File: src/design/jtp_cfg.svh
`ifndef JTP_CFG_SVH
`define JTP_CFG_SVH

// ----------------------------------------------------------------------
// instruction register
// ----------------------------------------------------------------------
`define JTP_IR_W            4
`define JTP_IR_RESET        4'hF
`define JTP_IR_CAPTURE      4'h1
`define JTP_OP_EXTEST       4'h0
`define JTP_OP_CLAMP        4'h1
`define JTP_OP_SAMPLE       4'h2
`define JTP_OP_SELF_TEST    4'h3
`define JTP_OP_EMULATION    4'h6

// ----------------------------------------------------------------------
// data registers
// ----------------------------------------------------------------------
`define JTP_BSR_LEN         173
`define JTP_ST_W            8
// cell n of the chain sits at vector index n-1, index 0 next to tdo
`define JTP_LOW_BYTE_CELL   22
`define JTP_HIGH_BYTE_CELL  42

// ----------------------------------------------------------------------
// pin filter
// ----------------------------------------------------------------------
`define JTP_SYNC_STAGES     3

`endif

File: src/design/jtp_pkg.sv
package jtp_pkg;

    typedef enum logic [3:0] {
        TAP_RESET,
        TAP_IDLE,
        TAP_SEL_DR,
        TAP_CAP_DR,
        TAP_SHIFT_DR,
        TAP_EXIT1_DR,
        TAP_PAUSE_DR,
        TAP_EXIT2_DR,
        TAP_UPD_DR,
        TAP_SEL_IR,
        TAP_CAP_IR,
        TAP_SHIFT_IR,
        TAP_EXIT1_IR,
        TAP_PAUSE_IR,
        TAP_EXIT2_IR,
        TAP_UPD_IR
    } jtp_tap_state_e;

    typedef enum logic [1:0] {
        PATH_BYPASS,
        PATH_BOUNDARY,
        PATH_SELF_TEST
    } jtp_path_e;

endpackage

File: src/design/jtp_pin_filter.sv
`timescale 1ns/1ns
`include "jtp_cfg.svh"

// three-stage synchroniser: the filtered level moves only once the
// second and third stages agree, so a single metastable sample is dropped
module jtp_pin_filter (
    input  wire logic clk_sys_i,
    input  wire logic sys_rst_i,
    input  wire logic pin_i,
    input  wire logic init_i,
    output logic      level_o
);

    logic [`JTP_SYNC_STAGES-1:0] stage_reg;
    logic                        level_reg;
    logic                        level_next;

    assign level_next = (stage_reg[1] == stage_reg[2]) ? stage_reg[2] : level_reg;
    assign level_o    = level_reg;

    always_ff @(posedge clk_sys_i) begin
        if (sys_rst_i) begin
            stage_reg <= {`JTP_SYNC_STAGES{init_i}};
            level_reg <= init_i;
        end else begin
            stage_reg <= {stage_reg[1:0], pin_i};
            level_reg <= level_next;
        end
    end

endmodule

File: src/design/jtp_tap.sv
`timescale 1ns/1ns
`include "jtp_cfg.svh"

// Functional notes
// - standard TAP state machine, IR and DR scanning
// - port works only while enable is high
// - enable, tck, tms, tdi in; tdo out
// - four scan registers, instruction picks path
// - instruction register is four bits
// - decode extest, clamp, sample, self-test, emulation
// - codes 1xxx are bypass, normal mode; 1111 default
// - codes 01xx scan through bypass register
// - extest forces loaded pin and input values
// - clamp drives chain onto pads, scans bypass
// - clamp feeds core inputs from the chain
// - sample/preload captures pins, shifts new values
// - cells follow normal-mode pin directions
// - bidir cell 0 drives; tristate cell 1 floats
// - re-enable resets logic, bypass, normal mode
// - self-test raises nmi, scans 8-bit result
module jtp_tap (
    input  wire logic                    clk_sys_i,
    input  wire logic                    sys_rst_i,
    input  wire logic                    test_port_enable_i,
    input  wire logic                    tck_i,
    input  wire logic                    tms_i,
    input  wire logic                    tdi_i,
    output logic                         tdo_o,
    output logic                         tdo_oe_o,
    output logic                         pins_released_o,
    input  wire logic [`JTP_BSR_LEN-1:0] bsr_capture_i,
    output logic      [`JTP_BSR_LEN-1:0] bsr_update_o,
    output logic                         pads_from_chain_o,
    output logic                         core_from_chain_o,
    output logic                         low_byte_drive_o,
    output logic                         high_byte_drive_o,
    input  wire logic [`JTP_ST_W-1:0]    self_test_result_i,
    output logic                         self_test_nmi_o,
    output logic                         emulation_mode_o,
    output logic [`JTP_IR_W-1:0]         instruction_o
);

    // ------------------------------------------------------------------
    // decode functions
    // ------------------------------------------------------------------
    function automatic jtp_pkg::jtp_path_e path_of(input logic [`JTP_IR_W-1:0] op);
        jtp_pkg::jtp_path_e p;
        p = jtp_pkg::PATH_BYPASS;
        if (op == `JTP_OP_EXTEST || op == `JTP_OP_SAMPLE) begin
            p = jtp_pkg::PATH_BOUNDARY;
        end else if (op == `JTP_OP_SELF_TEST) begin
            p = jtp_pkg::PATH_SELF_TEST;
        end
        return p;
    endfunction

    // bidirectional control cell: 0 drives; tristate control cell: 1 floats
    function automatic logic cell_drives(input logic value, input logic is_tristate);
        return is_tristate ? ~value : ~value;
    endfunction

    // ------------------------------------------------------------------
    // pin sampling
    // ------------------------------------------------------------------
    localparam int NPIN = 4;
    logic [NPIN-1:0] pin_raw;
    logic [NPIN-1:0] pin_lvl;
    assign pin_raw = {test_port_enable_i, tck_i, tms_i, tdi_i};
    genvar gi;
    generate
        for (gi = 0; gi < NPIN; gi++) begin : g_pin
            jtp_pin_filter u_filter (
                .clk_sys_i (clk_sys_i),
                .sys_rst_i (sys_rst_i),
                .pin_i     (pin_raw[gi]),
                .init_i    (1'b0),
                .level_o   (pin_lvl[gi])
            );
        end
    endgenerate
    logic en_lvl;
    logic tck_lvl;
    logic tms_lvl;
    logic tdi_lvl;
    assign en_lvl  = pin_lvl[3];
    assign tck_lvl = pin_lvl[2];
    assign tms_lvl = pin_lvl[1];
    assign tdi_lvl = pin_lvl[0];
    logic tck_q_reg;
    logic en_q_reg;
    logic tck_rise;
    logic tck_fall;
    logic port_reset;
    // an undriven enable reads low through the pad pull-down, so the port idles off
    assign tck_rise   = en_lvl & tck_lvl & ~tck_q_reg;
    assign tck_fall   = en_lvl & ~tck_lvl & tck_q_reg;
    assign port_reset = ~en_lvl | (en_lvl & ~en_q_reg);

    always_ff @(posedge clk_sys_i) begin
        if (sys_rst_i) begin
            tck_q_reg <= 1'b0;
            en_q_reg  <= 1'b0;
        end else begin
            tck_q_reg <= tck_lvl;
            en_q_reg  <= en_lvl;
        end
    end

    // ------------------------------------------------------------------
    // tap controller
    // ------------------------------------------------------------------
    jtp_pkg::jtp_tap_state_e state_reg;
    jtp_pkg::jtp_tap_state_e state_next;
    always_comb begin
        state_next = state_reg;
        unique case (state_reg)
            jtp_pkg::TAP_RESET:    state_next = tms_lvl ? jtp_pkg::TAP_RESET
                                                        : jtp_pkg::TAP_IDLE;
            jtp_pkg::TAP_IDLE:     state_next = tms_lvl ? jtp_pkg::TAP_SEL_DR
                                                        : jtp_pkg::TAP_IDLE;
            jtp_pkg::TAP_SEL_DR:   state_next = tms_lvl ? jtp_pkg::TAP_SEL_IR
                                                        : jtp_pkg::TAP_CAP_DR;
            jtp_pkg::TAP_CAP_DR:   state_next = tms_lvl ? jtp_pkg::TAP_EXIT1_DR
                                                        : jtp_pkg::TAP_SHIFT_DR;
            jtp_pkg::TAP_SHIFT_DR: state_next = tms_lvl ? jtp_pkg::TAP_EXIT1_DR
                                                        : jtp_pkg::TAP_SHIFT_DR;
            jtp_pkg::TAP_EXIT1_DR: state_next = tms_lvl ? jtp_pkg::TAP_UPD_DR
                                                        : jtp_pkg::TAP_PAUSE_DR;
            jtp_pkg::TAP_PAUSE_DR: state_next = tms_lvl ? jtp_pkg::TAP_EXIT2_DR
                                                        : jtp_pkg::TAP_PAUSE_DR;
            jtp_pkg::TAP_EXIT2_DR: state_next = tms_lvl ? jtp_pkg::TAP_UPD_DR
                                                        : jtp_pkg::TAP_SHIFT_DR;
            jtp_pkg::TAP_UPD_DR:   state_next = tms_lvl ? jtp_pkg::TAP_SEL_DR
                                                        : jtp_pkg::TAP_IDLE;
            jtp_pkg::TAP_SEL_IR:   state_next = tms_lvl ? jtp_pkg::TAP_RESET
                                                        : jtp_pkg::TAP_CAP_IR;
            jtp_pkg::TAP_CAP_IR:   state_next = tms_lvl ? jtp_pkg::TAP_EXIT1_IR
                                                        : jtp_pkg::TAP_SHIFT_IR;
            jtp_pkg::TAP_SHIFT_IR: state_next = tms_lvl ? jtp_pkg::TAP_EXIT1_IR
                                                        : jtp_pkg::TAP_SHIFT_IR;
            jtp_pkg::TAP_EXIT1_IR: state_next = tms_lvl ? jtp_pkg::TAP_UPD_IR
                                                        : jtp_pkg::TAP_PAUSE_IR;
            jtp_pkg::TAP_PAUSE_IR: state_next = tms_lvl ? jtp_pkg::TAP_EXIT2_IR
                                                        : jtp_pkg::TAP_PAUSE_IR;
            jtp_pkg::TAP_EXIT2_IR: state_next = tms_lvl ? jtp_pkg::TAP_UPD_IR
                                                        : jtp_pkg::TAP_SHIFT_IR;
            jtp_pkg::TAP_UPD_IR:   state_next = tms_lvl ? jtp_pkg::TAP_SEL_DR
                                                        : jtp_pkg::TAP_IDLE;
        endcase
    end

    always_ff @(posedge clk_sys_i) begin
        if (sys_rst_i || port_reset) begin
            state_reg <= jtp_pkg::TAP_RESET;
        end else if (tck_rise) begin
            state_reg <= state_next;
        end
    end

    // ------------------------------------------------------------------
    // state strobes, all but in_reset qualified by a tck rising edge
    // ------------------------------------------------------------------
    logic cap_ir;
    logic shift_ir;
    logic upd_ir;
    logic cap_dr;
    logic shift_dr;
    logic upd_dr;
    logic in_reset;
    assign cap_ir   = tck_rise & (state_reg == jtp_pkg::TAP_CAP_IR);
    assign shift_ir = tck_rise & (state_reg == jtp_pkg::TAP_SHIFT_IR);
    assign upd_ir   = tck_rise & (state_reg == jtp_pkg::TAP_UPD_IR);
    assign cap_dr   = tck_rise & (state_reg == jtp_pkg::TAP_CAP_DR);
    assign shift_dr = tck_rise & (state_reg == jtp_pkg::TAP_SHIFT_DR);
    assign upd_dr   = tck_rise & (state_reg == jtp_pkg::TAP_UPD_DR);
    assign in_reset = port_reset | (state_reg == jtp_pkg::TAP_RESET);

    // ------------------------------------------------------------------
    // instruction register
    // ------------------------------------------------------------------
    logic [`JTP_IR_W-1:0] ir_shift_reg;
    logic [`JTP_IR_W-1:0] ir_reg;
    logic [`JTP_IR_W-1:0] ir_shift_next;
    assign ir_shift_next = cap_ir   ? `JTP_IR_CAPTURE :
                           shift_ir ? {tdi_lvl, ir_shift_reg[`JTP_IR_W-1:1]} :
                           ir_shift_reg;

    always_ff @(posedge clk_sys_i) begin
        if (sys_rst_i || in_reset) begin
            ir_shift_reg <= `JTP_IR_RESET;
            ir_reg       <= `JTP_IR_RESET;
        end else begin
            ir_shift_reg <= ir_shift_next;
            if (upd_ir) begin
                ir_reg <= ir_shift_reg;
            end
        end
    end

    // ------------------------------------------------------------------
    // instruction decode
    // ------------------------------------------------------------------
    jtp_pkg::jtp_path_e path_sel;
    logic               op_extest;
    logic               op_clamp;
    logic               op_upd_bsr;
    logic               new_self_test;
    logic               new_emulation;
    logic               new_normal;
    assign path_sel      = path_of(ir_reg);
    assign op_extest     = (ir_reg == `JTP_OP_EXTEST);
    assign op_clamp      = (ir_reg == `JTP_OP_CLAMP);
    assign op_upd_bsr    = (path_sel == jtp_pkg::PATH_BOUNDARY);
    assign new_self_test = upd_ir & (ir_shift_reg == `JTP_OP_SELF_TEST);
    assign new_emulation = upd_ir & (ir_shift_reg == `JTP_OP_EMULATION);
    assign new_normal    = upd_ir & ir_shift_reg[`JTP_IR_W-1];

    // ------------------------------------------------------------------
    // data registers
    // ------------------------------------------------------------------
    logic                    bypass_reg;
    logic [`JTP_ST_W-1:0]    st_shift_reg;
    logic [`JTP_BSR_LEN-1:0] bsr_shift_reg;
    logic [`JTP_BSR_LEN-1:0] bsr_upd_reg;
    logic                    shift_bypass;
    logic                    shift_st;
    logic                    shift_bsr;
    assign shift_bypass = shift_dr & (path_sel == jtp_pkg::PATH_BYPASS);
    assign shift_st     = shift_dr & (path_sel == jtp_pkg::PATH_SELF_TEST);
    assign shift_bsr    = shift_dr & op_upd_bsr;

    always_ff @(posedge clk_sys_i) begin
        if (sys_rst_i || in_reset) begin
            bypass_reg <= 1'b0;
        end else if (cap_dr) begin
            bypass_reg <= 1'b0;
        end else if (shift_bypass) begin
            bypass_reg <= tdi_lvl;
        end
    end

    always_ff @(posedge clk_sys_i) begin
        if (sys_rst_i || in_reset) begin
            st_shift_reg <= '0;
        end else if (cap_dr && path_sel == jtp_pkg::PATH_SELF_TEST) begin
            st_shift_reg <= self_test_result_i;
        end else if (shift_st) begin
            st_shift_reg <= {tdi_lvl, st_shift_reg[`JTP_ST_W-1:1]};
        end
    end

    // cell 1 at index 0 leaves first on tdo, the highest cell enters from tdi
    always_ff @(posedge clk_sys_i) begin
        if (sys_rst_i) begin
            bsr_shift_reg <= '0;
        end else if (cap_dr && op_upd_bsr) begin
            bsr_shift_reg <= bsr_capture_i;
        end else if (shift_bsr) begin
            bsr_shift_reg <= {tdi_lvl, bsr_shift_reg[`JTP_BSR_LEN-1:1]};
        end
    end

    // the update latch keeps its contents across test reset so a preloaded
    // pattern survives; it drives bsr_update_o and both byte drive outputs under every instruction
    always_ff @(posedge clk_sys_i) begin
        if (sys_rst_i) begin
            bsr_upd_reg <= '0;
        end else if (upd_dr && op_upd_bsr) begin
            bsr_upd_reg <= bsr_shift_reg;
        end
    end

    // ------------------------------------------------------------------
    // mode and self-test side effects
    // ------------------------------------------------------------------
    logic emulation_reg;
    logic nmi_reg;
    always_ff @(posedge clk_sys_i) begin
        if (sys_rst_i || in_reset) begin
            emulation_reg <= 1'b0;
            nmi_reg       <= 1'b0;
        end else begin
            nmi_reg <= new_self_test;
            if (new_emulation) begin
                emulation_reg <= 1'b1;
            end else if (new_normal) begin
                emulation_reg <= 1'b0;
            end
        end
    end

    // ------------------------------------------------------------------
    // tdo, changes on the falling tck edge
    // ------------------------------------------------------------------
    logic tdo_reg;
    logic tdo_oe_reg;
    logic scan_bit;
    logic shifting;
    assign shifting = (state_reg == jtp_pkg::TAP_SHIFT_DR)
                    | (state_reg == jtp_pkg::TAP_SHIFT_IR);
    assign scan_bit = (state_reg == jtp_pkg::TAP_SHIFT_IR)      ? ir_shift_reg[0] :
                      (path_sel == jtp_pkg::PATH_BOUNDARY)      ? bsr_shift_reg[0] :
                      (path_sel == jtp_pkg::PATH_SELF_TEST)     ? st_shift_reg[0] :
                      bypass_reg;

    always_ff @(posedge clk_sys_i) begin
        if (sys_rst_i || port_reset) begin
            tdo_reg    <= 1'b0;
            tdo_oe_reg <= 1'b0;
        end else if (tck_fall) begin
            tdo_reg    <= shifting ? scan_bit : 1'b0;
            tdo_oe_reg <= shifting;
        end
    end

    // ------------------------------------------------------------------
    // outputs
    // ------------------------------------------------------------------
    logic drive_chain;
    assign drive_chain = op_extest | op_clamp;
    assign tdo_o             = tdo_reg;
    assign tdo_oe_o          = tdo_oe_reg;
    assign pins_released_o   = ~en_lvl;
    assign bsr_update_o      = bsr_upd_reg;
    assign pads_from_chain_o = drive_chain;
    assign core_from_chain_o = drive_chain;
    // one direction cell per data byte; only normal-mode cells exist
    assign low_byte_drive_o  = cell_drives(bsr_upd_reg[`JTP_LOW_BYTE_CELL], 1'b0);
    assign high_byte_drive_o = cell_drives(bsr_upd_reg[`JTP_HIGH_BYTE_CELL], 1'b0);
    assign self_test_nmi_o   = nmi_reg;
    assign emulation_mode_o  = emulation_reg;
    assign instruction_o     = ir_reg;

endmodule

File: config.mk
export PLATFORM = sky130hd
export DESIGN_NAME = jtp_tap
export DESIGN_NICKNAME = d
export VERILOG_FILES = /design/src/design/jtp_pkg.sv /design/src/design/jtp_pin_filter.sv /design/src/design/jtp_tap.sv
export VERILOG_INCLUDE_DIRS = /design/src /design/src/design
export SDC_FILE = /design/constraint.sdc
export NUM_CORES = 1
export LEC_CHECK = 0
export BUFFER_PORTS_ARGS = -buffer_cell sky130_fd_sc_hd__buf_2
export CORE_MARGIN = 2
export CORE_UTILIZATION = 35
export CTS_CLUSTER_SIZE = 12
export DETAILED_ROUTE_END_ITERATION = 7
export PLACE_DENSITY_LB_ADDON = 0.05
export REMOVE_ABC_BUFFERS = 1
export SYNTH_ARGS = -nofsm -noshare
export SYNTH_HDL_FRONTEND = slang
export SYNTH_SLANG_ARGS = --single-unit
File: constraint.sdc
create_clock -name clk_sys_i -period 2.3 [get_ports clk_sys_i]
set_clock_uncertainty 0.05 [all_clocks]
set_input_delay 0.23 -clock clk_sys_i [delete_from_list [all_inputs] [get_ports clk_sys_i]]
set_output_delay 0.23 -clock clk_sys_i [all_outputs]
set_load 0.02 [all_outputs]
# Yosys cells after proc, flatten, opt, wreduce, memory -nomap -nowiden
# Index checks and enable logic that the tools add are counted.
[word_totals]
ff_bits = 389
input_bits = 187
output_inout_bits = 186
wordCells = 120
[classes]
eq_ne = 26
muxes = 27
n_bitwise = 27
reduce_logical = 18
[op_table]
columns = ["cell", "n"]
rows = [
  ["$mux 173", 2],
  ["$pmux 4 s12", 1],
  ["$eq 4x4->1 const B", 8],
  ["$mux 4", 6],
  ["$eq 4x2->1 const B", 5],
  ["$eq 4x3->1 const B", 5],
  ["$and 1x1->1", 17],
  ["$mux 8", 2],
  ["$mux 2", 5],
  ["$mux 1", 9],
  ["$eq 4x1->1 const B", 2],
  ["$logic_not 4->1", 2],
  ["$reduce_bool 2->1", 4],
  ["$reduce_or 2->1", 4],
  ["$mux 3", 2],
  ["$not 1->1", 6],
  ["$eq 1x1->1", 4],
  ["$or 1x1->1", 4],
  ["$logic_and 1x1->1", 3],
  ["$logic_or 1x1->1", 3],
  ["$reduce_or 3->1", 1],
  ["$eq 2x1->1 const B", 1],
  ["$eq 2x2->1 const B", 1],
  ["$logic_not 2->1", 1],
]

# Depth between registers and ports, before layout
# Gate-level depths: netlist (run 1).
[logic_depth]
ltp_word = 8
depth_mapped = 8
ltp_nobuf = 4

# Modules after synthesis
# Synthesis (run 1) repeated with hierarchy kept, for this count alone.
[unflattened]
hier_cells = 1748
hier_area_um2 = 15389.8
[by_module_without_submodules]
columns = ["mod", "instances", "cells_each", "area_per_inst_um2", "seq_area_each_um2"]
rows = [
  ["jtp_tap", 1, 1688, 14804.2, 7467.2],
  ["jtp_pin_filter", 4, 15, 146.4, 90.1],
]

# Least setup slack after synthesis (run 1)
# No wires, ideal clock.
[synth_timing]
path_kind = "reg2reg"
from = "register state_reg[0]"
to = "register bsr_shift_reg[0]"
setup_time_ns = 0.134
arrival_ns = 1.841
required_time_ns = 2.116
slack_ns = 0.275
stages_incl_launch_ff = 7
path_buffers = 3
period_less_slack_ns = 2.025
cell_sequence = "dfxtp_1 buf_2 or3b_1 a2111oi_4 clkbuf_1 buf_2 a211oi_1"
[synth_between]
elab_chain_len = 4
elab_cells_between_ends = 8
classes_between = "eq/ne (2); mux (1); bitwise (3); reduce/logical (2)"
[synth_lines]
columns = ["element", "line_no", "source"]
rows = [
  ["start, declared", "jtp_tap.sv:112", "jtp_pkg::jtp_tap_state_e state_reg;"],
  ["start signal, assigned", "jtp_tap.sv:154", "state_reg <= jtp_pkg::TAP_RESET;"],
  ["start signal, assigned", "jtp_tap.sv:156", "state_reg <= state_next;"],
  ["$eq 4x3->1 or $eq 4x2->1 (tied branches)", "jtp_tap.sv:174, jtp_tap.sv:173", ""],
  ["$and 1x1->1 (on tied branches)", "jtp_tap.sv:174, jtp_tap.sv:173", ""],
  ["$and 1x1->1 or $logic_and 1x1->1 (tied branches)", "jtp_tap.sv:230, jtp_tap.sv:256", ""],
  ["$reduce_bool 2->1 (no source line) or $mux 173 (tied branches)", "-", ""],
  ["end signal, assigned", "jtp_tap.sv:257", "bsr_shift_reg <= bsr_capture_i;"],
  ["end signal, assigned", "jtp_tap.sv:259", "bsr_shift_reg <= {tdi_lvl, bsr_shift_reg[`JTP_BSR_LEN-1:1]};"],
  ["end, declared", "jtp_tap.sv:223", "logic [`JTP_BSR_LEN-1:0] bsr_shift_reg;"],
]
# Parallel ways exist; a longest one is shown, timed or not.
# A chain may end at the register's enable or synchronous reset.

# Worst setup path after layout (run 1)
[layout_timing]
from = "register state_reg[1]"
to = "register bsr_shift_reg[164]"
# The elaborated chain is that of the path after synthesis.

==> flow_metrics.env, run 1 <==
export IMPL_global_routing_usage_summed_across_all_routing_layers=0.200
export IMPL_netlist_cell_type_count=41
export IMPL_maximum_net_fanout_on_the_critical_path=20
export IMPL_yosysSeqAreaShare=0.508
export IMPL_max_cap_violations=0
export IMPL_die_area_um2=45500
export IMPL_dominant_cells_by_area_after_synthesis="sky130_fd_sc_hd__dfxtp_1 51%, sky130_fd_sc_hd__mux2i_1 12%, sky130_fd_sc_hd__nand2_1 8.9%"
export IMPL_mappedNetlistArea_um2=15300
export IMPL_maxSlewViolCount=0
export IMPL_total_leakage_power_nw=9.14
export IMPL_detail_route_first_pass_iterations=6
export IMPL_worstMarginPinSlew_ns=0.791
export IMPL_cts_sink_count=389
export IMPL_grt_start_max_net_pins=134
export IMPL_avgViaCountPerCell=4.80
export IMPL_finalSetupViolCount=0
export IMPL_route_final_wire_length_mm=47.0
export IMPL_finalWeightedCongestion=0.760
export IMPL_timing_slew_headroom=0.473
export IMPL_critical_path_rt_ns=2.72
export IMPL_synthesis_yosys_warnings=0
export IMPL_ctsHtreeMaxLevel=2
export IMPL_port_buffer_count=372
export IMPL_launch_point_of_the_worst_hold_path="bsr_capture_i[52]"
export IMPL_grt_first_pass_wirelength_mm=72.0
export IMPL_num_io_pins=373
export IMPL_min_to="bsr_shift_reg[52]"
export IMPL_whs_ns=0.0272
export IMPL_reg2regPathDepth=7
export IMPL_synthToLayoutAreaGrowth_pct=39.8
export IMPL_netlist_area_leader_share=0.508
export IMPL_syn_inst=1738
export IMPL_num_rows=76
export IMPL_clockBufferDepth=3
export IMPL_initial_antenna_violation_count=5
export IMPL_hold_viol=0
export IMPL_cts_tree="built"
export IMPL_dpl_hpwl_mm=31.1
export IMPL_setup_tns_ns=0
export IMPL_period_share=0.945
export IMPL_worstSkewPairLatency_ns=0.57
export IMPL_design_area_um2=21400
export IMPL_die_x_um=213
export IMPL_nNetsFinal=2435
export IMPL_grt_overflow=0
export IMPL_detailed_routing_wirelength_on_met1_mm=21.2
export IMPL_cpPeakStageDelay_ns=0.52
export IMPL_drtIter0Drc=813
export IMPL_placedInstanceArea_um2=18100
export IMPL_postRouteAntennaNets=0
export IMPL_endpoint_kind="flip-flop"
export IMPL_post_synth_cell_area_avg_um2=8.81
export IMPL_initial_cell_density_of_the_core=0.355
export IMPL_worst_path_max_delay_cell="sky130_fd_sc_hd__nor4bb_2"
export IMPL_met3_length_mm=2.50
export IMPL_dr_max_layer_used="met5"
export IMPL_timing_critical_path_cells="buf_4 -> nor4bb_2 -> nand3_4 -> buf_12 -> buf_4 -> mux2i_1 -> a211oi_1"
export IMPL_timing_hold_worst_path_depth=3
export IMPL_status="finished clean"
export IMPL_crit_path_start_kind="flip-flop"
export IMPL_layout_common_cells="389 x sky130_fd_sc_hd__dfxtp_1, 371 x sky130_fd_sc_hd__buf_2, 363 x sky130_fd_sc_hd__nand2_1"
export IMPL_worst_hold_path_type="in2reg"
export IMPL_remaining_drc_errors=0
export IMPL_most_frequent_cp_cell="sky130_fd_sc_hd__buf_4"
export IMPL_mostFrequentLayoutCell="sky130_fd_sc_hd__dfxtp_1"
export IMPL_final_period_minus_worst_setup_slack_ns=2.17
export IMPL_setup_repair_after_global_routing_missed_its_margin="yes"
export IMPL_post_synth_top_area_cell="sky130_fd_sc_hd__dfxtp_1"
export IMPL_timing_rr_end="bsr_shift_reg[164]"
export IMPL_met2_length_mm=22.5
export IMPL_grt_pass1_vias=13100
export IMPL_cts_buffers=45
export IMPL_max_vdd_ir_drop_v=0.000416
export IMPL_final_layout_size_suffix_gt1_frac=0.227
export IMPL_cts_root_buffer_cell="sky130_fd_sc_hd__clkbuf_16"
export IMPL_timing_fmax_mhz=460
export IMPL_fp_dieH_um=213
export IMPL_clkTransAtPathRegs_ns=0.06
export IMPL_design_core_area_um2=43200
export IMPL_yosys_register_bits=389
export IMPL_worst_r2r_startpoint="state_reg[1]"
export IMPL_cp_arrival_ns=2.59
export IMPL_rrSetupSlack_ns=0.13
export IMPL_path_class="reg2reg"
export IMPL_via_count=13800
export IMPL_average_routed_wire_per_standard_cell_um=16.4
export IMPL_power_per_cell_area_nw_per_um2=673
-- worst max path at each step --
stage	start	depth (start not counted)	slack, ns	end
4_1_cts	state_reg[0]	6	0.04	bsr_shift_reg[39]
5_1_grt	state_reg[1]	7	-0.02	bsr_shift_reg[169]
3_3_place_gp	state_reg[0]	6	0.13	bsr_shift_reg[106]
3_5_place_dp	state_reg[0]	6	0.06	bsr_shift_reg[109]
6_report	state_reg[1]	7	0.13	bsr_shift_reg[164]
2_1_floorplan	state_reg[2]	3	-7.78	bsr_shift_reg[0]
-- power breakdown --
part	internal [mW]	leakage, nW	total (mW)	switching (mW)
Combinational	0.343	5.28	0.575	0.232
Clock	4.26	0.729	7.08	2.82
Sequential	6.75	3.13	6.75	0.00356
-- final cells by class --
cell class | count | area, um2
Clock inverter | 8 | 68.8
Timing Repair Buffer | 612 | 4530
Sequential cell | 389 | 7790
Multi-Input combinational cell | 1194 | 6870
Tap cell | 585 | 732
Inverter | 6 | 22.5
Antenna cell | 4 | 10.0
Fill cell | 4280 | 21800
Clock buffer | 72 | 1400
-- synth_stat cells --
library cell                  n
sky130_fd_sc_hd__nand2_1    363
sky130_fd_sc_hd__nor4bb_1     1
sky130_fd_sc_hd__o21ai_0     15
sky130_fd_sc_hd__or4_1        1
sky130_fd_sc_hd__xnor2_1      1
sky130_fd_sc_hd__nand4_1      2
sky130_fd_sc_hd__o31ai_1      2
sky130_fd_sc_hd__nand3_1     11
sky130_fd_sc_hd__a21o_1       2
sky130_fd_sc_hd__o22ai_1      1
sky130_fd_sc_hd__mux2i_1    181
sky130_fd_sc_hd__nor2b_1     18
sky130_fd_sc_hd__nand3b_1     3
sky130_fd_sc_hd__a2111oi_4    1
sky130_fd_sc_hd__clkbuf_1    97
sky130_fd_sc_hd__or3b_1       1
sky130_fd_sc_hd__o211ai_1     1
sky130_fd_sc_hd__nand2b_1     1
sky130_fd_sc_hd__nor3b_1      1
sky130_fd_sc_hd__buf_1        5
sky130_fd_sc_hd__inv_1        6
sky130_fd_sc_hd__nor3_1      10
sky130_fd_sc_hd__o2111ai_1    1
sky130_fd_sc_hd__and3b_1      2
sky130_fd_sc_hd__a211oi_4     1
sky130_fd_sc_hd__or3_1        2
sky130_fd_sc_hd__mux2_2      10
sky130_fd_sc_hd__o311ai_0     2
sky130_fd_sc_hd__nor2_1     191
sky130_fd_sc_hd__buf_2       25
sky130_fd_sc_hd__a21oi_1    186
sky130_fd_sc_hd__a211oi_1   175
sky130_fd_sc_hd__nor4_1       1
sky130_fd_sc_hd__and3_1       1
sky130_fd_sc_hd__nor4b_1      2
sky130_fd_sc_hd__xor2_1       1
sky130_fd_sc_hd__buf_4       22
sky130_fd_sc_hd__a31oi_1      1
sky130_fd_sc_hd__a41oi_1      1
sky130_fd_sc_hd__a32oi_1      1
sky130_fd_sc_hd__dfxtp_1    389
-- what timing repair did --
action,4_1_cts,5_1_grt
setup buffers,0,2
gates resized for setup,0,4
hold buffers,179,0
setup endpoints to repair,0,85
endpoints found under the hold margin,179,0
-- critical path: cells and delay by family, from the launching register on --
kind	cells	cell delay (ns)
flip-flops	1	0.33
AO/OA/AOI/OAI	1	0.25
buffers and inverters	3	0.62
AND/OR/NAND/NOR	2	0.68
multiplexers	1	0.13
-- routing by layer --
metal,global-route usage,vias to the layer above
li1,-,7013
met1,0.261,6414
met2,0.333,280
met3,0.0437,64
met4,0.0572,2
met5,0,-
-- per-stage QoR --
step / cells / setup WS, ns / power [mW] / util
CTS: 2863 / 0.0420 / 14.6 / 0.494
finish: 2870 / 0.127 / 14.4 / 0.496
global route: 2868 / -0.0159 / 14.9 / 0.496
global placement: 2604 / 0.126 / 7.23 / 0.419
detailed placement: 2604 / 0.0639 / 7.23 / 0.419
floorplan: 1589 / -7.78 / 6.92 / -
-- cell families after synthesis --
group,Yosys count,share of synthesized area
DFF,389,0.508
and+or+nand+nor,611,0.159
buffers and inverters,155,0.0454
AOI/OAI and AO/OA,390,0.161
muxes,191,0.126
xor gates and xnor gates,2,0.00114
Power figures use the tool's default switching activity.
==> inputs of run 2 (changes only) <==
--- a/config.mk
+++ b/config.mk
@@ -11,8 +11,10 @@
 export CORE_UTILIZATION = 35
 export CTS_CLUSTER_SIZE = 12
 export DETAILED_ROUTE_END_ITERATION = 7
+export HOLD_SLACK_MARGIN = 0.06
 export PLACE_DENSITY_LB_ADDON = 0.05
 export REMOVE_ABC_BUFFERS = 1
+export SKIP_CTS_REPAIR_TIMING = 1
 export SYNTH_ARGS = -nofsm -noshare
 export SYNTH_HDL_FRONTEND = slang
 export SYNTH_SLANG_ARGS = --single-unit
==> flow_metrics.env, run 2 (synthesis results as in run 1) <==
export IMPL_final_period_minus_worst_setup_slack_ns=2.19
export IMPL_clkTransAtPathRegs_ns=0.06
export IMPL_place_inst=2604
export IMPL_path_class="reg2reg"
export IMPL_layout_common_cells="389 x sky130_fd_sc_hd__dfxtp_1, 371 x sky130_fd_sc_hd__buf_2, 363 x sky130_fd_sc_hd__nand2_1"
export IMPL_maximum_net_fanout_on_the_critical_path=36
export IMPL_detail_route_first_pass_iterations=6
export IMPL_worst_r2r_startpoint="state_reg[2]"
export IMPL_port_buffer_count=372
export IMPL_cp_arrival_ns=2.60
export IMPL_remaining_drc_errors=0
export IMPL_crit_path_start_kind="flip-flop"
export IMPL_worstSkewPairLatency_ns=0.56
export IMPL_synthToLayoutAreaGrowth_pct=39.6
export IMPL_grt_start_max_net_pins=134
export IMPL_worst_path_max_delay_cell="sky130_fd_sc_hd__a2111oi_4"
export IMPL_critical_path_rt_ns=2.71
export IMPL_num_rows=76
export IMPL_cpPeakStageDelay_ns=0.36
export IMPL_die_area_um2=45500
export IMPL_initial_cell_density_of_the_core=0.355
export IMPL_worst_hold_path_type="in2reg"
export IMPL_cts_buffers=45
export IMPL_num_io_pins=373
export IMPL_hold_viol=0
export IMPL_period_share=0.952
export IMPL_average_routed_wire_per_standard_cell_um=16.3
export IMPL_fp_dieH_um=213
export IMPL_worstSetupStartpoint="state_reg[2]"
export IMPL_endpoint_kind="flip-flop"
export IMPL_via_count=13800
export IMPL_max_cap_violations=0
export IMPL_ctsHtreeMaxLevel=2
export IMPL_maxSlewViolCount=0
export IMPL_design_core_area_um2=43200
export IMPL_finalNonFillerCells=2868
export IMPL_final_layout_size_suffix_gt1_frac=0.226
export IMPL_nNetsFinal=2436
export IMPL_initial_antenna_violation_count=1
export IMPL_die_x_um=213
export IMPL_total_power_mw=14.4
export IMPL_timing_critical_path_cells="buf_4 -> nand3b_1 -> a2111oi_4 -> buf_4 -> buf_12 -> buf_12 -> nor2_1 -> a211oi_1"
export IMPL_route_final_wire_length_mm=46.8
export IMPL_avgViaCountPerCell=4.79
export IMPL_grt_pass1_vias=12400
export IMPL_finalSetupViolCount=0
export IMPL_power_per_cell_area_nw_per_um2=674
export IMPL_max_vdd_ir_drop_v=0.000414
export IMPL_cts_root_buffer_cell="sky130_fd_sc_hd__clkbuf_16"
export IMPL_timing_fmax_mhz=457
export IMPL_dpl_hpwl_mm=31.1
export IMPL_timing_rr_end="bsr_shift_reg[62]"
export IMPL_total_leakage_power_nw=9.13
export IMPL_mostFrequentLayoutCell="sky130_fd_sc_hd__dfxtp_1"
export IMPL_grt_first_pass_wirelength_mm=69.5
export IMPL_crit_path_end="bsr_shift_reg[62]"
export IMPL_postRouteAntennaNets=0
export IMPL_finalWeightedCongestion=0.760
export IMPL_worstMarginPinSlew_ns=0.798
export IMPL_grt_overflow=0
export IMPL_timing_slew_headroom=0.468
export IMPL_reg2regPathDepth=8
export IMPL_drtIter0Drc=774
export IMPL_status="finished clean"
export IMPL_rrSetupSlack_ns=0.11
export IMPL_setup_repair_after_global_routing_missed_its_margin="yes"
export IMPL_cts_sink_count=389
export IMPL_cts_tree="built"
export IMPL_global_routing_usage_summed_across_all_routing_layers=0.195
export IMPL_clockBufferDepth=3
run 2: per-stage QoR:
step	worst slack [ns]	TNS [ns]	utilization	cell area (um2)	hold slack (ns)
2_1_floorplan	-7.78	-1737.36	-	14600	0.247
3_3_place_gp	0.126	0	0.419	18100	0.378
3_5_place_dp	0.0639	0	0.419	18100	0.378
4_1_cts	0.0420	0	0.453	19600	-0.192
5_1_grt	-0.0146	-0.0288	0.495	21400	0.0734
6_report	0.110	0	0.495	21400	0.0551
run 2: how the worst min path moves through the flow:
stage | cells past startpoint | end | from | slack (ns)
global placement | 1 | g_pin[0].u_filter.stage_reg[1] | g_pin[0].u_filter.stage_reg[0] | 0.38
global route | 3 | bsr_shift_reg[37] | bsr_capture_i[37] | 0.07
detailed placement | 1 | g_pin[3].u_filter.stage_reg[1] | g_pin[3].u_filter.stage_reg[0] | 0.38
finish | 3 | bsr_shift_reg[63] | bsr_capture_i[63] | 0.06
floorplan | 1 | en_q_reg | sys_rst_i | 0.25
CTS | 2 | g_pin[1].u_filter.stage_reg[0] | tms_i | -0.19
run 2: area by class of cell:
class / instances / area [um2]
fillers: 4270 / 21800
multi-input cells: 1194 / 6870
repair buffers: 613 / 4500
diodes: 1 / 2.50
clock inverters: 8 / 68.8
inverters: 6 / 22.5
clock buffers: 72 / 1400
well taps: 585 / 732
flip-flops and latches: 389 / 7790
run 2: layer usage:
metal,vias up,part of all wire,global-route usage
li1,7011,-,-
met1,6406,0.45,0.251
met2,271,0.48,0.319
met3,64,0.053,0.0544
met4,0,0.019,0.0572
met5,-,0,0
run 2: worst max-delay path: cells and delay by family (launching register included):
kind                   cells  cell delay, ns
AO/OA/AOI/OAI              2            0.59
buffers and inverters      4            0.79
flip-flops                 1            0.31
AND/OR/NAND/NOR            2            0.30
run 2: power breakdown:
part | internal [mW] | switching, mW | total [mW]
Combinational | 0.345 | 0.232 | 0.577
Clock | 4.26 | 2.82 | 7.08
Sequential | 6.75 | 0.00355 | 6.75
Total | 11.4 | 3.05 | 14.4
